===== src/acs_pkg.sv =====
package acs_pkg;

    // ------------------------------------------------------------
    // Register map
    // ------------------------------------------------------------
    localparam logic [7:0]  CTRL_OFFSET         = 8'h00;
    localparam logic [7:0]  SETUP_OFFSET        = 8'h04;
    localparam logic [7:0]  DATA_OFFSET         = 8'h14;
    localparam logic [7:0]  CAL_OFFSET          = 8'h18;
    localparam logic [31:0] SETUP_RESET         = 32'h0000000C;
    localparam logic [31:0] SETUP_WRITE_MASK    = 32'h00540BFE;

    // ------------------------------------------------------------
    // Field positions
    // ------------------------------------------------------------
    localparam int          CHAN_LSB            = 1;
    localparam int          BIAS_LSB            = 4;
    localparam int          OSR_LSB             = 6;
    localparam int          ATTEN_LSB           = 8;
    localparam int          REPEAT_BIT          = 11;
    localparam int          BYPASS_BIT          = 18;
    localparam int          PDM_RATE_BIT        = 20;
    localparam int          MIC_OUT_BIT         = 22;
    localparam int          HALT_BIT            = 4;
    localparam logic [2:0]  CHAN_RESET          = 3'h6;

    // ------------------------------------------------------------
    // Microphone clock timing
    // ------------------------------------------------------------
    localparam int          REF_CLK_KHZ         = 25000;
    localparam int          PDM_FAST_KHZ        = 1600;
    localparam int          PDM_SLOW_KHZ        = 800;
    localparam logic [4:0]  PDM_FAST_HALF       =
        5'(REF_CLK_KHZ / (2 * PDM_FAST_KHZ));
    localparam logic [4:0]  PDM_SLOW_HALF       =
        5'(REF_CLK_KHZ / (2 * PDM_SLOW_KHZ));

    // ------------------------------------------------------------
    // Types
    // ------------------------------------------------------------
    typedef enum logic [2:0] {
        CHAN_OPEN     = 3'b000,
        CHAN_SE_TWO   = 3'b001,
        CHAN_SE_ONE   = 3'b010,
        CHAN_DIFF     = 3'b011,
        CHAN_THERMAL  = 3'b100,
        CHAN_BATTERY  = 3'b101,
        CHAN_SHORT    = 3'b110,
        CHAN_UNUSED   = 3'b111
    } acs_chan_type;

    typedef struct packed {
        logic [3:0] pos_sel;   // bias, in1, ref06, none
        logic [3:0] neg_sel;   // bias, in2, thermal, battery
        logic       neg_ref06;
    } acs_switch_type;

    typedef struct packed {
        logic [1:0] bias_level;
        logic [7:0] osr_value;
        logic [1:0] atten;
        logic       repeat_mode;
        logic       bypass;
    } acs_front_type;

endpackage


===== src/acs_pdm_clock.sv =====
`timescale 1ns/1ps
`default_nettype none
module acs_pdm_clock (
    input  wire logic ref_clk,   // System clock
    input  wire logic rst_n,     // Synchronised reset
    input  wire logic enable,    // Drive clock out
    input  wire logic slow,      // Select slow rate
    output var  logic pdm_clock_pin,   // Clock level
    output var  logic pdm_oe     // Pin enable
);
    logic [4:0] count;
    logic [4:0] half;

    assign half = slow ? acs_pkg::PDM_SLOW_HALF : acs_pkg::PDM_FAST_HALF;

    always_ff @(posedge ref_clk or negedge rst_n) begin
        if (!rst_n) begin
            count   <= 5'h00;
            pdm_clock_pin <= 1'b0;
        end else if (!enable) begin
            count   <= 5'h00;
            pdm_clock_pin <= 1'b0;
        end else if (count >= half - 5'h01) begin
            count   <= 5'h00;
            pdm_clock_pin <= ~pdm_clock_pin;
        end else begin
            count   <= count + 5'h01;
        end
    end

    always_ff @(posedge ref_clk or negedge rst_n) begin
        if (!rst_n) begin
            pdm_oe <= 1'b0;
        end else begin
            pdm_oe <= enable;
        end
    end
endmodule
`default_nettype wire


===== src/acs_setup.sv =====
`timescale 1ns/1ps
`default_nettype none
module acs_setup (
    input  wire logic                    ref_clk,      // 25 MHz clock
    input  wire logic                    resetn,       // Async reset
    input  wire logic                    reg_sel,      // Access strobe
    input  wire logic                    reg_write,    // Write, else read
    input  wire logic [7:0]              reg_addr,     // Byte offset
    input  wire logic [31:0]             reg_wdata,    // Write data
    output var  logic [31:0]             reg_rdata,    // Read data
    input  wire logic                    conv_valid,   // Result strobe
    input  wire logic [15:0]             conv_value,   // Two's complement
    input  wire logic                    cal_valid,    // Calibration strobe
    input  wire logic [15:0]             cal_value,    // Calibration result
    output var  acs_pkg::acs_switch_type switches,     // Input switch set
    output var  acs_pkg::acs_front_type  front,        // Front-end setup
    output var  logic                    halt_pulse,   // Stop and power down
    output var  logic                    pdm_clock_pin_out,  // Microphone clock
    output var  logic                    pdm_clock_pin_oe    // Pin drive enable
);
    // ------------------------------------------------------------
    // Reset release
    // ------------------------------------------------------------
    logic        rst_meta;
    logic        rst_n;

    always_ff @(posedge ref_clk or negedge resetn) begin
        if (!resetn) begin
            rst_meta <= 1'b0;
            rst_n    <= 1'b0;
        end else begin
            rst_meta <= 1'b1;
            rst_n    <= rst_meta;
        end
    end

    // ------------------------------------------------------------
    // Register access
    // ------------------------------------------------------------
    logic [31:0] setup;
    logic [31:0] result;
    logic [31:0] cal_word;
    logic        wr_setup;
    logic        wr_ctrl;

    assign wr_setup = reg_sel && reg_write
                      && (reg_addr == acs_pkg::SETUP_OFFSET);
    assign wr_ctrl  = reg_sel && reg_write
                      && (reg_addr == acs_pkg::CTRL_OFFSET);

    always_ff @(posedge ref_clk or negedge rst_n) begin
        if (!rst_n) begin
            setup <= acs_pkg::SETUP_RESET;
        end else if (wr_setup) begin
            setup <= reg_wdata & acs_pkg::SETUP_WRITE_MASK;
        end
    end

    always_ff @(posedge ref_clk or negedge rst_n) begin
        if (!rst_n) begin
            halt_pulse <= 1'b0;
        end else begin
            halt_pulse <= wr_ctrl && reg_wdata[acs_pkg::HALT_BIT];
        end
    end

    always_ff @(posedge ref_clk or negedge rst_n) begin
        if (!rst_n) begin
            result <= 32'h00000000;
        end else if (conv_valid) begin
            result <= setup[acs_pkg::BYPASS_BIT]
                      ? {16'h0000, conv_value}
                      : {conv_value, 16'h0000};
        end
    end

    always_ff @(posedge ref_clk or negedge rst_n) begin
        if (!rst_n) begin
            cal_word <= 32'h00000000;
        end else if (cal_valid) begin
            cal_word <= setup[acs_pkg::BYPASS_BIT]
                        ? {16'h0000, cal_value}
                        : {cal_value, 16'h0000};
        end
    end

    // Halt bit never reads back, so control reads zero here
    always_ff @(posedge ref_clk or negedge rst_n) begin
        if (!rst_n) begin
            reg_rdata <= 32'h00000000;
        end else if (reg_sel && !reg_write) begin
            case (reg_addr)
                acs_pkg::SETUP_OFFSET: reg_rdata <= setup;
                acs_pkg::DATA_OFFSET:  reg_rdata <= result;
                acs_pkg::CAL_OFFSET:   reg_rdata <= cal_word;
                default:               reg_rdata <= 32'h00000000;
            endcase
        end
    end

    // ------------------------------------------------------------
    // Input switch decode
    // ------------------------------------------------------------
    function automatic acs_pkg::acs_switch_type decode_chan(
        input logic [2:0] code
    );
        acs_pkg::acs_switch_type s;
        s = '0;
        case (acs_pkg::acs_chan_type'(code))
            acs_pkg::CHAN_OPEN:    s = '0;
            acs_pkg::CHAN_SE_TWO: begin
                s.pos_sel = 4'b1000;
                s.neg_sel = 4'b0100;
            end
            acs_pkg::CHAN_SE_ONE: begin
                s.pos_sel = 4'b0100;
                s.neg_sel = 4'b1000;
            end
            acs_pkg::CHAN_DIFF: begin
                s.pos_sel = 4'b0100;
                s.neg_sel = 4'b0100;
            end
            acs_pkg::CHAN_THERMAL: begin
                s.pos_sel = 4'b0010;
                s.neg_sel = 4'b0010;
            end
            acs_pkg::CHAN_BATTERY: begin
                s.pos_sel = 4'b0010;
                s.neg_sel = 4'b0001;
            end
            acs_pkg::CHAN_SHORT: begin
                s.pos_sel   = 4'b0010;
                s.neg_ref06 = 1'b1;
            end
            // Undefined code kept safe with switches open
            default:               s = '0;
        endcase
        return s;
    endfunction

    function automatic logic [7:0] osr_of(input logic [1:0] code);
        logic [7:0] v;
        v = 8'hC8;
        case (code)
            2'h0:    v = 8'hC8;
            2'h1:    v = 8'h64;
            2'h2:    v = 8'h40;
            2'h3:    v = 8'h20;
            default: v = 8'hC8;
        endcase
        return v;
    endfunction

    // ------------------------------------------------------------
    // Front-end outputs
    // ------------------------------------------------------------
    // channel decode
    always_ff @(posedge ref_clk or negedge rst_n) begin
        if (!rst_n) begin
            // Short code: both inputs held on the 0.6 V node
            switches <= '{pos_sel: 4'h2, neg_sel: 4'h0, neg_ref06: 1'h1};
        end else begin
            switches <= decode_chan(setup[acs_pkg::CHAN_LSB +: 3]);
        end
    end

    always_ff @(posedge ref_clk or negedge rst_n) begin
        if (!rst_n) begin
            front <= '{2'h0, 8'hC8, 2'h0, 1'b0, 1'b0};
        end else begin
            front.bias_level  <= setup[acs_pkg::BIAS_LSB +: 2];
            front.osr_value   <= osr_of(setup[acs_pkg::OSR_LSB +: 2]);
            front.atten       <= setup[acs_pkg::ATTEN_LSB +: 2];
            front.repeat_mode <= setup[acs_pkg::REPEAT_BIT];
            front.bypass      <= setup[acs_pkg::BYPASS_BIT];
        end
    end

    // ------------------------------------------------------------
    // Microphone clock
    // ------------------------------------------------------------
    // clock pin gated
    acs_pdm_clock u_pdm (
        .ref_clk (ref_clk),
        .rst_n   (rst_n),
        .enable  (setup[acs_pkg::MIC_OUT_BIT]),
        .slow    (setup[acs_pkg::PDM_RATE_BIT]),
        .pdm_clock_pin (pdm_clock_pin_out),
        .pdm_oe  (pdm_clock_pin_oe)
    );
endmodule
`default_nettype wire


===== config.mk =====
export PLATFORM = sky130hd
export DESIGN_NAME = acs_setup
export DESIGN_NICKNAME = d
export VERILOG_FILES = /design/src/acs_pkg.sv /design/src/acs_pdm_clock.sv /design/src/acs_setup.sv
export SDC_FILE = /design/constraint.sdc
export NUM_CORES = 1
export LEC_CHECK = 0
export ABC_CLOCK_PERIOD_IN_PS = 9200
export CAP_MARGIN = 40
export CORE_MARGIN = 5
export CORE_UTILIZATION = 45
export CTS_CLUSTER_SIZE = 24
export DETAILED_ROUTE_END_ITERATION = 12
export DONT_BUFFER_PORTS = 1
export HOLD_SLACK_MARGIN = 0.08
export PLACE_DENSITY_LB_ADDON = 0.3
export SLEW_MARGIN = 20
export SYNTH_ARGS = -nofsm -noshare
export SYNTH_HDL_FRONTEND = slang
export SYNTH_SLANG_ARGS = --single-unit

===== constraint.sdc =====
create_clock -name ref_clk -period 9.2 [get_ports ref_clk]
set_clock_uncertainty 0.15 [all_clocks]
set_input_delay 1.84 -clock ref_clk [delete_from_list [all_inputs] [get_ports ref_clk]]
set_output_delay 1.84 -clock ref_clk [all_outputs]
set_load 0.01 [all_outputs]

==> impl_metrics.ini <==
[cells_and_area]
register_area_um2 = 3441
syn_to_final_growth_pct = 11.26
drive_above_1_share = 0.1117
multi_input_area_um2 = 1854
antenna_cells = 0
fill_cells = 1112
layout.nets = 614

[clock_tree]
holdBufCountCts = 0
clock_latency_ps = 410
cts.sinks = 137
cts.path.max_buffers = 2
cts-htree-levels = 4
cts.reportedPaths.clkPinSlew_ps = 50
cts_tree = yes
cts_setup_buffers = 0
cts_root_buf = clkbuf_16
cts_buffers = 17
cts_resized = 0

[floorplanning]
die_area_um2 = 15120
coreArea_um2 = 12570
die_x_um = 123.0
pin_count = 136
die_h_um = 123.0
std_cell_rows = 41
start_util = 0.4570

[place]
place.gp.congestion = 0.7267
io_buffer_count = 0
pre_cts_slack_ps = 5608
hpwl_um = 8615

[yosys]
synthTopCellsByCount = dfrtp_1, o21ai_0, inv_1
synthArstFlopShare = 1.000
synth_top_cell_by_area = dfrtp_1
synth_top_area_share = 0.5707
syn_inst = 546
ys_warn_count = 0
synth_area_leaders = dfrtp_1, o21ai_0, inv_1
synth_ff_type = dfrtp_1
yosysMostFrequentCell = dfrtp_1
ys_seq_area_frac = 0.5981
yosysUniqueCellTypes = 37
synth_edf_count = 0
netlist_area_um2 = 5744
avgSynthCellArea_um2 = 10.52
ys_ff_latch = 137

[sta]
tns_ps = 0
fmax_mhz = 314.4
worstMarginPinSlew_ps = 644.8
period_needed_ps = 3181
slew_headroom = 0.5701
setup_viol_count_final = 0
post-route-period-util = 0.3457
worst_slack_ps = 6019
hold_violations = 0
grt_setup_unrepaired = no
slew_viol_final = 0

[route]
wl_per_cell_um = 18.22
ant_nets = 0
drt_iter0_drc = 240
drt_first_pass_iters = 5
via_count = 3845
drt-total-wl_um = 13080
drc = 0
vias_per_cell = 5.355

[grt]
overflow = 0
grt_antenna_before_repair = 0
track_usage = 0.1771
grt_pass1_vias = 3754
grt_max_degree = 65
grt_pass1_wl_um = 20190

[setup_path]
regToRegStartpoint = rst_n$_DFF_PN0_
cp.required_ps = 9340
crit_fanout = 17
cp-startpoint = reg_addr[3]
arrival_ps = 3320
criticalPathCategory = input port to register
startpoint_type = input port
cp-end-kind = register

[power_and_ir_drop]
swShare = 0.2239
leakagePower_nw = 2.771
ir_drop_mv = 0.1269
p_comb_frac = 0.032
switching_power_mw = 0.2824
powerDensity_nw_per_um2 = 197.4
power_mw = 1.262
seqPwrFrac = 0.508
pwr-share-clk = 0.460
p_int_mw = 0.9791

[status]
status = finished, final reports clean

[flow_run]
max_cap_viol_count = 0

[min_path]
hold_class = register to asynchronous set/reset pin
==> power by group through the flow <==
stage                     Sequential (mW)  Combinational [mW]  Clock, mW
after floorplan                     0.650              0.0356          0
after global placement              0.651              0.0366          0
after detailed placement            0.651              0.0407          0
after CTS                           0.641              0.0412      0.595
after global routing                0.643              0.0466      0.621
final                               0.640              0.0405      0.581
==> logic make-up (layout without fill, tap and decap cells) <==
family,Yosys count,in the layout,synth area share
compound gates,146,146,0.1510
xor+xnor,2,2,0.003050
fa+ha+maj,3,3,0.006535
buf+inv,112,109,0.08103
flops,137,137,0.5981
mux,12,12,0.02352
other cells,2,5,0.001307
simple gates,132,132,0.1355
==> per-stage QoR <==
| stage | hold slack [ps] | area (um^2) | util | instances |
|---|---|---|---|---|
| 3_5_place_dp | 193.5 | 5888 | 0.4685 | 686 |
| 2_1_floorplan | 181.2 | 5756 | - | 549 |
| 3_3_place_gp | 185.9 | 5792 | 0.4608 | 680 |
| 5_1_grt | 213.3 | 6391 | 0.5085 | 718 |
| 6_report | 199.9 | 6391 | 0.5085 | 718 |
| 4_1_cts | 206.1 | 6391 | 0.5085 | 718 |
==> per-layer routing <==
layer  GRT usage  part of all wire  routed length, um
met2      0.2713              0.47               6130
met3     0.07411              0.11               1402
met4     0.06159             0.014                189
met5           0                 0                  0
met1      0.2274              0.41               5357
==> area by class of cell <==
type / count / share of cell area
Inverter: 67 / 0.03935
Timing Repair Buffer: 10 / 0.01977
Sequential cell: 137 / 0.5384
Clock inverter: 10 / 0.009201
Multi-Input combinational cell: 300 / 0.2901
Clock buffer: 22 / 0.06950
Tap cell: 172 / 0.03367
==> worst max-delay path, stage by stage <==
cell     delay [ps]
nor4b_4         250
buf_4           280
nor4b_4         360
buf_6           220
mux2_2          350
==> sequential cells by signal (all words and copies together) (netlist names) <==
register / cells
cal_word: 32
reg_rdata: 32
result: 32
setup: 13
front: 10
switches: 8
u_pdm.count: 5
halt_pulse: 1
rst_meta: 1
rst_n: 1
u_pdm.pdm_clock_pin: 1
u_pdm.pdm_oe: 1
==> cell usage in the layout, fill, tap and decap left out, drive strengths merged, types with 3 or more instances in the layout <==
cell type / instances
ha: 3
nor4b: 3
nor2b: 4
dfrtp: 131
nor2: 7
conb: 5
buf: 10
nand3b: 32
a22o: 13
a22oi: 30
nand3: 36
nor3b: 3
clkbuf: 22
clkinv: 8
inv: 67
mux2: 12
o21ai: 98
nand2: 36
dfstp: 6
==> final timing paths <==
path | slack [ps] | cells past startpoint | endpoint
setup / recovery | 6020 | 5 | setup[7]$_DFFE_PN0P_
hold / removal | 200 | 0 | setup[18]$_DFFE_PN0P_
setup reg to reg | 7450 | 2 | reg_rdata[26]$_DFFE_PN0P_
hold reg to reg | 200 | 0 | setup[18]$_DFFE_PN0P_
max in group asynchronous | 7450 | 2 | reg_rdata[26]$_DFFE_PN0P_
min in group ref_clk | 200 | 0 | rst_n$_DFF_PN0_
No activity file was read; power rests on OpenSTA's default activity.
